<file path="config.mk">
export PLATFORM = sky130hd
export DESIGN_NAME = tsc_channel
export DESIGN_NICKNAME = d
export VERILOG_FILES = /design/src/design/tsc_pkg.sv /design/src/design/tsc_channel.sv
export SDC_FILE = /design/constraint.sdc
export NUM_CORES = 2
export LEC_CHECK = 0
export ABC_CLOCK_PERIOD_IN_PS = 4600
export BUFFER_PORTS_ARGS = -buffer_cell sky130_fd_sc_hd__clkbuf_2
export CAP_MARGIN = 20
export CORE_ASPECT_RATIO = 1.4
export CORE_MARGIN = 3
export CORE_UTILIZATION = 43
export CTS_CLUSTER_DIAMETER = 80
export DETAILED_ROUTE_END_ITERATION = 8
export SLEW_MARGIN = 0
export SYNTH_ARGS = -nofsm -noshare
export SYNTH_HDL_FRONTEND = slang
export SYNTH_SLANG_ARGS = --single-unit
</file>
<file path="constraint.sdc">
create_clock -name aclk -period 4.6 [get_ports aclk]
set_input_delay 0.23 -clock aclk [delete_from_list [all_inputs] [get_ports aclk]]
set_output_delay 0.23 -clock aclk [all_outputs]
set_load 0.02 [all_outputs]
</file>
<file path="src/design/tsc_pkg.sv">
// package: register map, descriptor layout, timing and carrier types of the channel
package tsc_pkg;
	// --------------------------------------------------------------
	// register map (byte addresses)
	// --------------------------------------------------------------
	localparam logic [11:0] OFS_CTRL    = 12'h000;
	localparam logic [11:0] OFS_CMD     = 12'h004;
	localparam logic [11:0] OFS_EVENT   = 12'h008;
	localparam logic [11:0] OFS_STATUS  = 12'h00c;
	localparam logic [11:0] OFS_TX_BASE = 12'h010;
	localparam logic [11:0] OFS_RX_BASE = 12'h014;
	localparam logic [11:0] OFS_MAX_RX  = 12'h018;
	localparam logic [11:0] OFS_ZERO    = 12'h030;
	// control bits
	localparam int CTL_TX_EN  = 0;
	localparam int CTL_RX_EN  = 1;
	localparam int CTL_REV    = 2;
	localparam int CTL_DIRECT = 3;
	// command bits, self clearing
	localparam int CMD_STOP    = 0;
	localparam int CMD_RESTART = 1;
	localparam int CMD_HUNT    = 2;
	// event bits, write one to clear
	localparam int EV_TXB  = 0;
	localparam int EV_TXE  = 1;
	localparam int EV_RXB  = 2;
	localparam int EV_BSY  = 3;
	localparam int EV_LINE = 4;
	// reset values
	localparam logic [3:0]  CTRL_RST   = 4'h0;
	localparam logic [15:0] MAX_RX_RST = 16'h0002;
	// --------------------------------------------------------------
	// descriptor layout: status, length, pointer words
	// --------------------------------------------------------------
	localparam int D_RDY  = 15;
	localparam int D_WRAP = 13;
	localparam int D_INT  = 12;
	localparam int D_LAST = 11;
	localparam int D_FLT  = 9;
	localparam logic [31:0] DSC_LEN = 32'h0000_0002;
	localparam logic [31:0] DSC_PTR = 32'h0000_0004;
	// --------------------------------------------------------------
	// timing and storage
	// --------------------------------------------------------------
	localparam logic [3:0] POLL_LAST = 4'hf;
	localparam logic [3:0] TXF_BYTES = 4'h8;
	localparam logic [1:0] RXF_WORDS = 2'h3;
	// --------------------------------------------------------------
	// carrier types
	// --------------------------------------------------------------
	typedef struct packed {
		logic        valid;
		logic        we;
		logic [31:0] addr;
		logic [15:0] wdata;
	} tsc_mem_req_t;
	typedef struct packed {
		logic        ack;
		logic        full;
		logic [15:0] rdata;
	} tsc_mem_rsp_t;
	typedef enum logic [3:0] {
		TXS_OFF, TXS_POLL, TXS_STAT, TXS_LEN, TXS_PTR, TXS_FETCH,
		TXS_CLOSE, TXS_DRAIN, TXS_STOPPED, TXS_FAULT
	} tsc_tx_state_t;
	typedef enum logic [2:0] {
		RXS_OFF, RXS_HUNT, RXS_STAT, RXS_PTR, RXS_RUN, RXS_BUSY, RXS_LEN, RXS_CLOSE
	} tsc_rx_state_t;
endpackage

</file>
<file path="src/design/tsc_channel.sv">
// transparent serial channel: axi4-lite registers, descriptor engines, serial shifters
// ------------------------------------------------------------------
// Summary of operation
// - data passes bit for bit, no flags, stuffing or other processing
// - direct mode: serial output comes straight from the shift flop
// - enabled transmitter sends ones and polls descriptor every 16 tx clocks
// - sending starts only after fifo preload and, in slot mode, sync
// - buffer without last flag chains to next descriptor with no gap
// - next buffer late in continuous sending is underrun, sets tx fault event
// - after last buffer send ones; slot mode waits for sync again
// - any byte count at any start address; whole words fetched, extras dropped
// - bit reverse setting flips bit order of every sent and received byte
// - interrupt flag in descriptor sets tx buffer event after a buffer closed without underrun
// - enabled receiver hunts; in slot mode it waits for sync
// - receiver stores only 16-bit words, up to maximum receive length
// - full receive buffer closes and reception moves to next descriptor
// - no room in receive chunk sets the chunk full event
// - direct mode: first word stored only after sixteenth receive clock
// - after overrun in slot mode receiver stops until sync is found again; after busy it waits for the hunt command
// - errors are reported in descriptor status fields
// - line state shown in status register, each change raises an event
// - stop command drains the fifo, up to four words, then aborts buffer
// - stop command leaves the current descriptor index unchanged
// - after stop send ones until the restart command
// - restart command polls the descriptor at the current index
// - hunt command closes current buffer, hunts, continues with next descriptor
// - overrun of three-word fifo overwrites last word, closes with flag, hunts
// - slot modes align bytes and words to the slot sync edge
// ------------------------------------------------------------------
module tsc_channel
	import tsc_pkg::*;
#(
	parameter int unsigned IDX_W = 8
) (
	input  wire logic         aclk,
	input  wire logic         aresetn,
	input  wire logic [11:0]  s_axi_awaddr,
	input  wire logic         s_axi_awvalid,
	output logic              s_axi_awready,
	input  wire logic [31:0]  s_axi_wdata,
	input  wire logic [3:0]   s_axi_wstrb,
	input  wire logic         s_axi_wvalid,
	output logic              s_axi_wready,
	output logic [1:0]        s_axi_bresp,
	output logic              s_axi_bvalid,
	input  wire logic         s_axi_bready,
	input  wire logic [11:0]  s_axi_araddr,
	input  wire logic         s_axi_arvalid,
	output logic              s_axi_arready,
	output logic [31:0]       s_axi_rdata,
	output logic [1:0]        s_axi_rresp,
	output logic              s_axi_rvalid,
	input  wire logic         s_axi_rready,
	input  wire logic         tx_clk,
	input  wire logic         rx_clk,
	input  wire logic         rxd,
	input  wire logic         slot_sync,
	output logic              txd,
	output tsc_mem_req_t      tx_mem_req,
	input  wire tsc_mem_rsp_t tx_mem_rsp,
	output tsc_mem_req_t      rx_mem_req,
	input  wire tsc_mem_rsp_t rx_mem_rsp
);
	function automatic logic [7:0] rev8(input logic [7:0] b, input logic on);
		logic [7:0] r;
		for (int i = 0; i < 8; i++) r[i] = b[7 - i];
		return on ? r : b;
	endfunction
	function automatic logic [31:0] merge(input logic [31:0] o, input logic [31:0] n,
		input logic [3:0] s);
		logic [31:0] r;
		for (int i = 0; i < 4; i++) r[i*8 +: 8] = s[i] ? n[i*8 +: 8] : o[i*8 +: 8];
		return r;
	endfunction
	function automatic logic [1:0] inc3(input logic [1:0] p);
		return (p == RXF_WORDS - 2'h1) ? 2'h0 : p + 2'h1;
	endfunction

	// ------------------------------------------------------------------
	// pin sampling: three flops, a change counts when stages two and three agree
	// ------------------------------------------------------------------
	logic [3:0] s1_q, s2_q, s3_q, lv_q;
	wire  [3:0] lv_d = (s2_q & s3_q) | (lv_q & (s2_q ^ s3_q));
	wire  [3:0] rise = lv_d & ~lv_q;
	wire        tx_tick = rise[0];
	wire        rx_tick = rise[1];
	wire        rx_bit = lv_q[2];
	wire        sync_rise = rise[3];
	always_ff @(posedge aclk) begin
		if (!aresetn) begin
			s1_q <= 4'h0;
			s2_q <= 4'h0;
			s3_q <= 4'h0;
			lv_q <= 4'h0;
		end else begin
			s1_q <= {slot_sync, rxd, rx_clk, tx_clk};
			s2_q <= s1_q;
			s3_q <= s2_q;
			lv_q <= lv_d;
		end
	end

	// ------------------------------------------------------------------
	// register file
	// ------------------------------------------------------------------
	logic [3:0]  ctrl_q;
	logic [2:0]  cmd_q;
	logic [4:0]  ev_q;
	logic [31:0] tx_base_q, rx_base_q;
	logic [15:0] max_rx_q, zero_q;
	logic        aw_hold_q, w_hold_q, bvalid_q, rvalid_q;
	logic [11:0] aw_addr_q;
	logic [31:0] w_data_q, rdata_q;
	logic [3:0]  w_strb_q;
	logic [1:0]  bresp_q, rresp_q;
	logic [1:0]  tx_ev_q, rx_ev_q;
	tsc_tx_state_t tx_st_q;
	tsc_rx_state_t rx_st_q;
	logic [IDX_W-1:0] tx_idx_q, rx_idx_q;
	logic        tx_go_q, rx_on_q;

	wire direct = ctrl_q[CTL_DIRECT];
	wire rev = ctrl_q[CTL_REV];
	wire wr_go = aw_hold_q & w_hold_q & ~bvalid_q;
	wire hit_ctrl = aw_addr_q == OFS_CTRL;
	wire hit_cmd = aw_addr_q == OFS_CMD;
	wire hit_ev = aw_addr_q == OFS_EVENT;
	wire hit_txb = aw_addr_q == OFS_TX_BASE;
	wire hit_rxb = aw_addr_q == OFS_RX_BASE;
	wire hit_max = aw_addr_q == OFS_MAX_RX;
	wire hit_zero = aw_addr_q == OFS_ZERO;
	wire wr_ok = hit_ctrl | hit_cmd | hit_ev | hit_txb | hit_rxb | hit_max | hit_zero
		| (aw_addr_q == OFS_STATUS);
	wire [31:0] wv = w_data_q;
	wire [4:0]  ev_clr = (wr_go && hit_ev && w_strb_q[0]) ? wv[4:0] : 5'h0;
	wire        line_chg = lv_d[2] ^ lv_q[2];
	wire [4:0]  ev_set = {line_chg, rx_ev_q, tx_ev_q};
	wire [31:0] status = 32'({tx_idx_q, 4'h0, tx_go_q, rx_on_q, tx_st_q != TXS_OFF, lv_q[2]});
	wire [11:0] ra = s_axi_araddr;
	wire        rd_ok = ra == OFS_CTRL || ra == OFS_CMD || ra == OFS_EVENT || ra == OFS_STATUS
		|| ra == OFS_TX_BASE || ra == OFS_RX_BASE || ra == OFS_MAX_RX || ra == OFS_ZERO;
	wire [31:0] rd_word = (ra == OFS_CTRL) ? {28'h0, ctrl_q} :
		(ra == OFS_EVENT) ? {27'h0, ev_q} :
		(ra == OFS_STATUS) ? status :
		(ra == OFS_TX_BASE) ? tx_base_q :
		(ra == OFS_RX_BASE) ? rx_base_q :
		(ra == OFS_MAX_RX) ? {16'h0, max_rx_q} :
		(ra == OFS_ZERO) ? {16'h0, zero_q} : 32'h0;

	assign s_axi_awready = ~aw_hold_q;
	assign s_axi_wready = ~w_hold_q;
	assign s_axi_bvalid = bvalid_q;
	assign s_axi_bresp = bresp_q;
	assign s_axi_arready = ~rvalid_q;
	assign s_axi_rvalid = rvalid_q;
	assign s_axi_rdata = rdata_q;
	assign s_axi_rresp = rresp_q;

	always_ff @(posedge aclk) begin
		if (!aresetn) begin
			aw_hold_q <= 1'b0;
			w_hold_q <= 1'b0;
			aw_addr_q <= 12'h0;
			w_data_q <= 32'h0;
			w_strb_q <= 4'h0;
			bvalid_q <= 1'b0;
			bresp_q <= 2'h0;
		end else begin
			if (s_axi_awvalid && !aw_hold_q) begin
				aw_hold_q <= 1'b1;
				aw_addr_q <= s_axi_awaddr & 12'hffc;
			end
			if (s_axi_wvalid && !w_hold_q) begin
				w_hold_q <= 1'b1;
				w_data_q <= s_axi_wdata;
				w_strb_q <= s_axi_wstrb;
			end
			if (wr_go) begin
				aw_hold_q <= 1'b0;
				w_hold_q <= 1'b0;
				bvalid_q <= 1'b1;
				bresp_q <= wr_ok ? 2'h0 : 2'h3;
			end else if (s_axi_bready) begin
				bvalid_q <= 1'b0;
			end
		end
	end

	always_ff @(posedge aclk) begin
		if (!aresetn) begin
			rvalid_q <= 1'b0;
			rdata_q <= 32'h0;
			rresp_q <= 2'h0;
		end else if (s_axi_arvalid && !rvalid_q) begin
			rvalid_q <= 1'b1;
			rdata_q <= rd_ok ? rd_word : 32'h0;
			rresp_q <= rd_ok ? 2'h0 : 2'h3;
		end else if (s_axi_rready) begin
			rvalid_q <= 1'b0;
		end
	end

	always_ff @(posedge aclk) begin
		if (!aresetn) begin
			ctrl_q <= CTRL_RST;
			cmd_q <= 3'h0;
			ev_q <= 5'h0;
			tx_base_q <= 32'h0;
			rx_base_q <= 32'h0;
			max_rx_q <= MAX_RX_RST;
			zero_q <= 16'h0;
		end else begin
			// set beats clear so an event in the clearing cycle survives
			ev_q <= (ev_q & ~ev_clr) | ev_set;
			cmd_q <= (wr_go && hit_cmd && w_strb_q[0]) ? wv[2:0] : 3'h0;
			if (wr_go && hit_ctrl) ctrl_q <= 4'(merge({28'h0, ctrl_q}, wv, w_strb_q));
			if (wr_go && hit_txb) tx_base_q <= merge(tx_base_q, wv, w_strb_q);
			if (wr_go && hit_rxb) rx_base_q <= merge(rx_base_q, wv, w_strb_q);
			if (wr_go && hit_max) max_rx_q <= 16'(merge({16'h0, max_rx_q}, wv, w_strb_q));
			if (wr_go && hit_zero) zero_q <= 16'(merge({16'h0, zero_q}, wv, w_strb_q));
		end
	end

	// ------------------------------------------------------------------
	// transmitter: descriptor engine, byte fifo of four words, shifter
	// ------------------------------------------------------------------
	tsc_mem_req_t tx_req_q;
	logic [15:0] tx_stat_q, tx_len_q;
	logic [31:0] tx_addr_q;
	logic        tx_stop_q, tx_un_q, poll_due_q;
	logic [3:0]  poll_q, txf_cnt_q;
	logic [7:0]  txf_q [TXF_BYTES];
	logic [2:0]  txf_wp_q, txf_rp_q, tx_bit_q;
	logic [7:0]  tx_sh_q;

	wire [31:0] tx_dsc = tx_base_q + 32'({tx_idx_q, 3'b000});
	wire        tx_ack = tx_req_q.valid & tx_mem_rsp.ack;
	wire        tx_bnd = tx_tick & (tx_bit_q == 3'h0);
	wire        tx_pop = tx_bnd & tx_go_q & (txf_cnt_q != 4'h0);
	wire        tx_under = tx_bnd & tx_go_q & (txf_cnt_q == 4'h0) & (tx_st_q != TXS_DRAIN);
	wire        tx_fack = tx_ack & (tx_st_q == TXS_FETCH);
	wire        tx_one = tx_addr_q[0] | (tx_len_q == 16'h1);
	wire [1:0]  tx_npush = !tx_fack ? 2'h0 : tx_one ? 2'h1 : 2'h2;
	wire [7:0]  tx_b0 = tx_addr_q[0] ? tx_mem_rsp.rdata[7:0] : tx_mem_rsp.rdata[15:8];
	wire        tx_pre = (txf_cnt_q >= TXF_BYTES - 4'h1) | (tx_len_q == 16'h0);
	wire        tx_live = tx_st_q == TXS_FETCH || tx_st_q == TXS_CLOSE || tx_st_q == TXS_DRAIN;
	wire        tx_room = txf_cnt_q <= TXF_BYTES - 4'h2;

	assign tx_mem_req = tx_req_q;
	assign txd = tx_sh_q[7];

	always_ff @(posedge aclk) begin
		if (!aresetn) begin
			tx_sh_q <= 8'hff;
			tx_bit_q <= 3'h0;
			txf_cnt_q <= 4'h0;
			txf_wp_q <= 3'h0;
			txf_rp_q <= 3'h0;
			poll_q <= 4'h0;
			for (int i = 0; i < TXF_BYTES; i++) txf_q[i] <= 8'hff;
		end else begin
			if (tx_tick) poll_q <= poll_q + 4'h1;
			if (tx_pop) begin
				tx_sh_q <= rev8(txf_q[txf_rp_q], rev);
				tx_bit_q <= 3'h7;
				txf_rp_q <= txf_rp_q + 3'h1;
			end else if (tx_bnd) begin
				tx_sh_q <= 8'hff;
			end else if (tx_tick) begin
				tx_sh_q <= {tx_sh_q[6:0], 1'b1};
				tx_bit_q <= tx_bit_q - 3'h1;
			end
			if (tx_fack) begin
				txf_q[txf_wp_q] <= tx_b0;
				if (!tx_one) txf_q[txf_wp_q + 3'h1] <= tx_mem_rsp.rdata[7:0];
				txf_wp_q <= txf_wp_q + 3'(tx_npush);
			end
			txf_cnt_q <= txf_cnt_q + 4'(tx_npush) - 4'(tx_pop);
			if (tx_st_q == TXS_OFF) begin
				txf_cnt_q <= 4'h0;
				txf_rp_q <= txf_wp_q;
			end
		end
	end

	always_ff @(posedge aclk) begin
		if (!aresetn) begin
			tx_st_q <= TXS_OFF;
			tx_req_q <= '0;
			tx_idx_q <= '0;
			tx_stat_q <= 16'h0;
			tx_len_q <= 16'h0;
			tx_addr_q <= 32'h0;
			tx_go_q <= 1'b0;
			tx_stop_q <= 1'b0;
			tx_un_q <= 1'b0;
			tx_ev_q <= 2'h0;
			poll_due_q <= 1'b0;
		end else begin
			tx_ev_q <= 2'h0;
			if (tx_tick && poll_q == POLL_LAST) poll_due_q <= 1'b1;
			if (cmd_q[CMD_STOP] && tx_st_q != TXS_OFF && tx_st_q != TXS_FAULT)
				tx_stop_q <= 1'b1;
			if (!tx_go_q && tx_live && tx_pre && !tx_stop_q && (direct || sync_rise))
				tx_go_q <= 1'b1;
			if (tx_under) begin
				tx_go_q <= 1'b0;
				tx_un_q <= 1'b1;
				tx_ev_q[EV_TXE] <= 1'b1;
			end
			case (tx_st_q)
				TXS_OFF: if (ctrl_q[CTL_TX_EN]) tx_st_q <= TXS_POLL;
				TXS_POLL: begin
					if (tx_stop_q) begin
						tx_st_q <= TXS_DRAIN;
					end else if (tx_under || tx_un_q) begin
						tx_st_q <= TXS_FAULT;
					end else if (poll_due_q || tx_go_q) begin
						poll_due_q <= 1'b0;
						tx_st_q <= TXS_STAT;
					end
				end
				TXS_STAT: begin
					if (!tx_req_q.valid) begin
						tx_req_q <= '{1'b1, 1'b0, tx_dsc, 16'h0};
					end else if (tx_ack) begin
						tx_req_q.valid <= 1'b0;
						tx_stat_q <= tx_mem_rsp.rdata;
						tx_st_q <= tx_mem_rsp.rdata[D_RDY] ? TXS_LEN : TXS_POLL;
					end
				end
				TXS_LEN: begin
					if (!tx_req_q.valid) begin
						tx_req_q <= '{1'b1, 1'b0, tx_dsc + DSC_LEN, 16'h0};
					end else if (tx_ack) begin
						tx_req_q.valid <= 1'b0;
						tx_len_q <= tx_mem_rsp.rdata;
						tx_st_q <= TXS_PTR;
					end
				end
				TXS_PTR: begin
					if (!tx_req_q.valid) begin
						tx_req_q <= '{1'b1, 1'b0, tx_dsc + DSC_PTR, 16'h0};
					end else if (tx_ack) begin
						tx_req_q.valid <= 1'b0;
						tx_addr_q <= {16'h0, tx_mem_rsp.rdata};
						tx_st_q <= TXS_FETCH;
					end
				end
				TXS_FETCH: begin
					if (tx_req_q.valid) begin
						if (tx_ack) begin
							tx_req_q.valid <= 1'b0;
							tx_addr_q <= tx_addr_q + 32'(tx_npush);
							tx_len_q <= tx_len_q - 16'(tx_npush);
						end
					end else if (tx_stop_q) begin
						tx_st_q <= TXS_DRAIN;
					end else if (tx_un_q || tx_len_q == 16'h0) begin
						tx_st_q <= TXS_CLOSE;
					end else if (tx_room) begin
						tx_req_q <= '{1'b1, 1'b0, {tx_addr_q[31:1], 1'b0}, 16'h0};
					end
				end
				TXS_CLOSE: begin
					if (!tx_req_q.valid) begin
						tx_req_q <= '{1'b1, 1'b1, tx_dsc,
							(tx_stat_q & ~16'h8000) | {6'h0, tx_un_q, 9'h0}};
					end else if (tx_ack) begin
						tx_req_q.valid <= 1'b0;
						tx_ev_q[EV_TXB] <= tx_stat_q[D_INT] & ~tx_un_q;
						tx_idx_q <= tx_stat_q[D_WRAP] ? '0 : tx_idx_q + 1'b1;
						if (tx_un_q)
							tx_st_q <= TXS_FAULT;
						else if (tx_stop_q || tx_stat_q[D_LAST])
							tx_st_q <= TXS_DRAIN;
						else
							tx_st_q <= TXS_STAT;
					end
				end
				TXS_DRAIN: begin
					if (txf_cnt_q == 4'h0 && tx_bit_q == 3'h0) begin
						tx_go_q <= 1'b0;
						tx_st_q <= tx_stop_q ? TXS_STOPPED : TXS_POLL;
					end
				end
				TXS_STOPPED, TXS_FAULT: begin
					if (cmd_q[CMD_RESTART]) begin
						tx_stop_q <= 1'b0;
						tx_un_q <= 1'b0;
						tx_go_q <= 1'b0;
						tx_st_q <= TXS_POLL;
					end
				end
				default: tx_st_q <= TXS_OFF;
			endcase
			if (!ctrl_q[CTL_TX_EN] && !tx_req_q.valid) begin
				tx_st_q <= TXS_OFF;
				tx_go_q <= 1'b0;
				tx_stop_q <= 1'b0;
				tx_un_q <= 1'b0;
			end
		end
	end

	// ------------------------------------------------------------------
	// receiver: word shifter, three-word fifo, descriptor engine
	// ------------------------------------------------------------------
	tsc_mem_req_t rx_req_q;
	logic [15:0] rx_stat_q, rx_sh_q, rx_bytes_q;
	logic [31:0] rx_addr_q;
	logic [3:0]  rx_cnt_q;
	logic [15:0] rxf_q [RXF_WORDS];
	logic [1:0]  rxf_wp_q, rxf_rp_q, rxf_cnt_q;
	logic        rx_ov_q, rx_hunt_q, rx_open_q;

	wire [31:0] rx_dsc = rx_base_q + 32'({rx_idx_q, 3'b000});
	wire        rx_ack = rx_req_q.valid & rx_mem_rsp.ack;
	wire        rx_wdone = rx_tick & rx_on_q & (rx_cnt_q == 4'hf);
	wire [15:0] rx_raw = {rx_sh_q[14:0], rx_bit};
	wire [15:0] rx_word = {rev8(rx_raw[15:8], rev), rev8(rx_raw[7:0], rev)};
	wire        rx_full = rxf_cnt_q == RXF_WORDS;
	wire        rx_pop = rx_ack & (rx_st_q == RXS_RUN) & ~rx_mem_rsp.full;
	wire [1:0]  rx_prev = (rxf_wp_q == 2'h0) ? RXF_WORDS - 2'h1 : rxf_wp_q - 2'h1;
	wire [15:0] rx_next = rx_bytes_q + 16'h2;
	wire        rx_end = rx_ov_q | rx_hunt_q;

	assign rx_mem_req = rx_req_q;

	always_ff @(posedge aclk) begin
		if (!aresetn) begin
			rx_st_q <= RXS_OFF;
			rx_req_q <= '0;
			rx_idx_q <= '0;
			rx_stat_q <= 16'h0;
			rx_sh_q <= 16'h0;
			rx_bytes_q <= 16'h0;
			rx_addr_q <= 32'h0;
			rx_cnt_q <= 4'h0;
			rxf_wp_q <= 2'h0;
			rxf_rp_q <= 2'h0;
			rxf_cnt_q <= 2'h0;
			rx_ov_q <= 1'b0;
			rx_hunt_q <= 1'b0;
			rx_open_q <= 1'b0;
			rx_on_q <= 1'b0;
			rx_ev_q <= 2'h0;
			for (int i = 0; i < RXF_WORDS; i++) rxf_q[i] <= 16'h0;
		end else begin
			rx_ev_q <= 2'h0;
			if (cmd_q[CMD_HUNT]) rx_hunt_q <= 1'b1;
			if (rx_tick && rx_on_q) begin
				rx_sh_q <= rx_raw;
				rx_cnt_q <= rx_cnt_q + 4'h1;
			end
			if (rx_wdone && rx_full) begin
				rxf_q[rx_prev] <= rx_word;
				rx_ov_q <= 1'b1;
				rx_on_q <= 1'b0;
			end else if (rx_wdone) begin
				rxf_q[rxf_wp_q] <= rx_word;
				rxf_wp_q <= inc3(rxf_wp_q);
			end
			if (rx_pop) rxf_rp_q <= inc3(rxf_rp_q);
			rxf_cnt_q <= rxf_cnt_q + 2'(rx_wdone && !rx_full) - 2'(rx_pop);
			case (rx_st_q)
				RXS_OFF: if (ctrl_q[CTL_RX_EN]) rx_st_q <= RXS_HUNT;
				RXS_HUNT: begin
					rx_hunt_q <= 1'b0;
					if (direct || sync_rise) begin
						rx_on_q <= 1'b1;
						rx_cnt_q <= 4'h0;
						rx_st_q <= rx_open_q ? RXS_RUN : RXS_STAT;
					end
				end
				RXS_STAT: begin
					if (!rx_req_q.valid && rx_hunt_q) begin
						rx_on_q <= 1'b0;
						rx_st_q <= RXS_HUNT;
					end else if (!rx_req_q.valid) begin
						rx_req_q <= '{1'b1, 1'b0, rx_dsc, 16'h0};
					end else if (rx_ack) begin
						rx_req_q.valid <= 1'b0;
						rx_stat_q <= rx_mem_rsp.rdata;
						if (rx_mem_rsp.rdata[D_RDY]) rx_st_q <= RXS_PTR;
					end
				end
				RXS_PTR: begin
					if (!rx_req_q.valid) begin
						rx_req_q <= '{1'b1, 1'b0, rx_dsc + DSC_PTR, 16'h0};
					end else if (rx_ack) begin
						rx_req_q.valid <= 1'b0;
						rx_addr_q <= {16'h0, rx_mem_rsp.rdata};
						rx_bytes_q <= 16'h0;
						rx_open_q <= 1'b1;
						rx_st_q <= RXS_RUN;
					end
				end
				RXS_RUN: begin
					if (rx_req_q.valid) begin
						if (rx_ack && rx_mem_rsp.full) begin
							rx_req_q.valid <= 1'b0;
							rx_ev_q[EV_BSY - 2] <= 1'b1;
							rx_on_q <= 1'b0;
							rx_st_q <= RXS_BUSY;
						end else if (rx_ack) begin
							rx_req_q.valid <= 1'b0;
							rx_addr_q <= rx_addr_q + 32'h2;
							rx_bytes_q <= rx_next;
							if (rx_next >= max_rx_q) rx_st_q <= RXS_LEN;
						end
					end else if (rx_end) begin
						rx_st_q <= RXS_LEN;
					end else if (rxf_cnt_q != 2'h0) begin
						rx_req_q <= '{1'b1, 1'b1, rx_addr_q, rxf_q[rxf_rp_q]};
					end
				end
				RXS_BUSY: if (rx_hunt_q) rx_st_q <= RXS_LEN;
				RXS_LEN: begin
					if (!rx_req_q.valid) begin
						rx_req_q <= '{1'b1, 1'b1, rx_dsc + DSC_LEN, rx_bytes_q};
					end else if (rx_ack) begin
						rx_req_q.valid <= 1'b0;
						rx_st_q <= RXS_CLOSE;
					end
				end
				RXS_CLOSE: begin
					if (!rx_req_q.valid) begin
						rx_req_q <= '{1'b1, 1'b1, rx_dsc,
							(rx_stat_q & ~16'h8000) | {6'h0, rx_ov_q, 9'h0}};
					end else if (rx_ack) begin
						rx_req_q.valid <= 1'b0;
						rx_ev_q[EV_RXB - 2] <= rx_stat_q[D_INT];
						rx_idx_q <= rx_stat_q[D_WRAP] ? '0 : rx_idx_q + 1'b1;
						rx_open_q <= 1'b0;
						rx_st_q <= rx_end ? RXS_HUNT : RXS_STAT;
						if (rx_end) begin
							rx_on_q <= 1'b0;
							rx_ov_q <= 1'b0;
							rxf_cnt_q <= 2'h0;
							rxf_rp_q <= rxf_wp_q;
						end
					end
				end
				default: rx_st_q <= RXS_OFF;
			endcase
			if (!ctrl_q[CTL_RX_EN] && !rx_req_q.valid) begin
				rx_st_q <= RXS_OFF;
				rx_on_q <= 1'b0;
			end
		end
	end
endmodule // tsc_channel

</file>
==> flow_metrics.tcl <==
set metrics [dict create \
    cts.repair_timing.setup_buffer_count 0 \
    placedInstanceArea_um2 36800 \
    power.share.switching 0.229 \
    layout_min_cycle_time_ps 4320 \
    fraction_of_the_core_area_covered_by_cells_at_the_end_of_the_flow 0.503 \
    via_count 32100 \
    floorplan.die.width_um 245 \
    drt_drc_violations_left 0 \
    power.leakage_nw 14.4 \
    final.period_utilization 0.939 \
    final_ant_viol_nets 0 \
    yosys-mux-area-fraction 0.0656 \
    clk_pin_slew_ps 60 \
    final_non_filler_cells 5478 \
    num_io_pins 249 \
    share_of_the_synthesized_area_in_compound_gates_ao_oa_aoi_oai 0.197 \
    antenna_found_initial 1 \
    dp_slack_ps 254 \
    synth_top_family_by_area "simple AND/OR/NAND/NOR gates" \
    synthCells 4145 \
    timing.setup.critical_path_class "flip-flop to flip-flop" \
    fmaxAchievable_mhz 232 \
    register_bit_count_reported_by_yosys 648 \
    fin_ws_ps 281 \
    core_footprint_um2 79200 \
    insertion_delay_of_the_later_clocked_pin_in_the_worst_skew_pair_ps 630 \
    synth_top_cell_by_area "sky130_fd_sc_hd__dfxtp_1" \
    drt-pass1-iter-count 6 \
    numPlacedInstances 5277 \
    placement_rows 122 \
    totalNegativeSetupSlack_ps 0 \
    postSynthNetCount 4324 \
    setup.worst_path.start_class "flip-flop" \
    dp_hpwl_um 87200 \
    holdCritPathClass "primary input to flip-flop" \
    synth_fa_ha_area_frac 0.0275 \
    total_power_mw 12.0 \
    clockPowerShare 0.471 \
    synthSimpleGateAreaFrac 0.229 \
    critical_path_required_ps 5140 \
    ys_types 97 \
    power_frac_seq 0.493 \
    relSlewSlack 0.258 \
    first_global_vias 30200 \
    total_number_of_clock_tree_sinks 648 \
    grt_pass1_wl_um 180000 \
    synthToLayoutAreaGrowth_pct 15.8 \
    worst-slew-pin-transition_ps 1110 \
    endpoint_kind "flip-flop" \
    worst_ep_arrival_time_ps 4860 \
    most_used_cells_in_the_layout_excluding_fill_and_tap_cells "sky130_fd_sc_hd__nor2_1 (579), sky130_fd_sc_hd__nand2_1 (539), sky130_fd_sc_hd__dfxtp_1 (519), sky130_fd_sc_hd__a21oi_1 (373), sky130_fd_sc_hd__clkbuf_2 (244)" \
    cts_tree "yes" \
    post-synth-top-area-fraction 0.302 \
    final_common_cell "sky130_fd_sc_hd__nor2_1" \
    cts-htree-levels 3 \
    drt_first_iter_violations 2454 \
    finalHoldWorstSlack_ps 38.0 \
    place.port_buffers 244 \
    final-max-slew-violation-count 0 \
    critical_path.max_fanout 7 \
    synth_xor_area_frac 0.0252 \
    ir_worst_vdd_uv 260 \
    post_drt_wl_per_cell_um 21.6 \
    floorplan.initialDensity 0.435 \
    overflow 0 \
    internal-power_mw 9.22 \
    wl_um 118000 \
    drv.max_cap_violation_count 0 \
    timing.clock.skew_ps 16.2 \
    route.detailed.vias_per_inst 5.86 \
    avgSynthCellArea_um2 8.31 \
    ys.warnings.count 0 \
    clock_tree.root_cell "sky130_fd_sc_hd__clkbuf_16" \
    synth_async_sr_flop_share 0 \
    track_usage 0.273 \
    finish_stage_setup_viols 0 \
    grt_max_degree 202 \
    n_antenna_cell 0 \
    synth_cell_area_um2 34400 \
    ctsLongestPathBuffers 3 \
    power-per-cell-area_nw_per_um2 300 \
    final_layout_size_suffix_gt1_frac 0.125 \
    ys_dominant_reg_cell "sky130_fd_sc_hd__dfxtp_1" \
    outcome "completed" \
    finished_cell_area_um2 39900 \
    finish.net_count 4553 \
    timing_hold_violations_final 0 \
    die_area_um2 83500 \
    rsz_0062_raised_after_global_routing "false" \
    edff_count_synth 128 \
    die_h_um 341 \
    share_comb_of_total_power 0.036 \
    netlist_top_cells_area "sky130_fd_sc_hd__dfxtp_1 (30%), sky130_fd_sc_hd__edfxtp_1 (11%), sky130_fd_sc_hd__nor2_1 (6.4%)" \
    gp_routability_congestion 0.908 \
    cts-buffers-inserted 69 \
    seq_area_frac_synth 0.414 \
    p_sw_mw 2.74 \
]
## area by class of cell
| type | instances | area (um2) |
|---|---|---|
| Inverter | 96 | 368 |
| Timing Repair Buffer | 423 | 2800 |
| Clock buffer | 94 | 1990 |
| Multi-Input combinational cell | 3136 | 18900 |
| Clock inverter | 27 | 263 |
| Tap cell | 1054 | 1320 |
| Fill cell | 7618 | 39400 |
| Sequential cell | 648 | 14300 |
## synth_stat cells, types with 10 or more instances
library cell	count
sky130_fd_sc_hd__or2_2	10
sky130_fd_sc_hd__o21a_1	11
sky130_fd_sc_hd__dfxtp_1	520
sky130_fd_sc_hd__o221ai_1	13
sky130_fd_sc_hd__o21ai_0	198
sky130_fd_sc_hd__xor2_1	51
sky130_fd_sc_hd__a31o_2	13
sky130_fd_sc_hd__o31ai_1	18
sky130_fd_sc_hd__nor4_1	39
sky130_fd_sc_hd__buf_1	17
sky130_fd_sc_hd__or3_1	24
sky130_fd_sc_hd__ha_1	66
sky130_fd_sc_hd__nand3_1	135
sky130_fd_sc_hd__a22oi_1	92
sky130_fd_sc_hd__a31oi_1	42
sky130_fd_sc_hd__and3_1	53
sky130_fd_sc_hd__mux4_2	38
sky130_fd_sc_hd__nor3b_1	15
sky130_fd_sc_hd__o22ai_1	16
sky130_fd_sc_hd__a311oi_1	23
sky130_fd_sc_hd__nor3_1	90
sky130_fd_sc_hd__xnor2_1	48
sky130_fd_sc_hd__a211oi_1	66
sky130_fd_sc_hd__a221oi_1	24
sky130_fd_sc_hd__nand2_1	539
sky130_fd_sc_hd__and4_1	19
sky130_fd_sc_hd__clkbuf_1	233
sky130_fd_sc_hd__nor2b_1	31
sky130_fd_sc_hd__edfxtp_1	128
sky130_fd_sc_hd__inv_1	94
sky130_fd_sc_hd__mux2i_1	138
sky130_fd_sc_hd__nand4_1	38
sky130_fd_sc_hd__a21o_1	20
sky130_fd_sc_hd__nand2b_1	23
sky130_fd_sc_hd__and2_1	65
sky130_fd_sc_hd__a21oi_1	374
sky130_fd_sc_hd__nor2_1	583
sky130_fd_sc_hd__nand3b_1	20
sky130_fd_sc_hd__o211ai_1	33
## worst max-delay path, cell delays in order (launching register included)
cell	delay, ps
sky130_fd_sc_hd__dfxtp_1	350
sky130_fd_sc_hd__ha_1	210
sky130_fd_sc_hd__inv_1	60
sky130_fd_sc_hd__fa_1	400
sky130_fd_sc_hd__and2b_1	310
sky130_fd_sc_hd__o2111ai_4	190
sky130_fd_sc_hd__a31oi_4	260
sky130_fd_sc_hd__a22o_2	220
sky130_fd_sc_hd__or3b_1	490
sky130_fd_sc_hd__or4_4	610
sky130_fd_sc_hd__or4_4	500
sky130_fd_sc_hd__or4b_1	470
sky130_fd_sc_hd__a31oi_1	160
## registers in the layout, summed over array words and instances (netlist names), 16 cells and up, named ones only
register	flops
max_rx_q	16
tx_len_q	16
zero_q	16
w_data_q	32
rx_addr_q	32
rx_base_q	32
tx_base_q	32
s_axi_rdata	32
rx_mem_req	50
tx_addr_q	32
tx_mem_req	49
txf_q	64
rxf_q	64
## power by group through the flow
| stage | sequential, mW | clock [mW] | combinational, mW |
|---|---|---|---|
| after global routing | 5.90 | 5.99 | 0.464 |
| after CTS | 5.90 | 5.75 | 0.431 |
| after global placement | 6.02 | 0 | 0.376 |
| after detailed placement | 6.02 | 0 | 0.376 |
| after floorplan | 6.00 | 0 | 0.210 |
| final | 5.90 | 5.63 | 0.432 |
## what timing repair did
| item | CTS | global route |
|---|---|---|
| hold endpoints to repair | 88 | 0 |
| hold buffers | 80 | 0 |
| setup endpoints to repair | 0 | 2 |
| gates resized for setup | 0 | 2 |
## cells by family (layout without fill, tap and decap cells)
logic type	Yosys count	count (layout)
other	1	1
xor gates and xnor gates	99	99
buffers and inverters	361	640
DFF	648	648
and+or+nand+nor	1724	1724
adders and majority gates	72	72
AOI/OAI and AO/OA	1062	1062
muxes	178	178
## final timing paths
path | start | to | slack (ps) | cells past startpoint
setup / recovery | tx_base_q[3]$_SDFFE_PN0P_ | tx_mem_req[47]$_SDFFE_PN0P_ | 280 | 12
hold / removal | tx_mem_rsp[1] | tx_stat_q[1]$_SDFFE_PN0P_ | 40 | 3
setup reg to reg | tx_base_q[3]$_SDFFE_PN0P_ | tx_mem_req[47]$_SDFFE_PN0P_ | 280 | 12
hold reg to reg | s1_q[0]$_SDFF_PN0_ | s2_q[0]$_SDFF_PN0_ | 430 | 1
## layer usage
metal | GRT usage | wire length, um
met1 | 0.340 | 48700
met2 | 0.480 | 58600
met3 | 0.0406 | 6660
met4 | 0.0955 | 4140
met5 | 0 | 0
No activity file was read; power rests on OpenSTA's default activity.
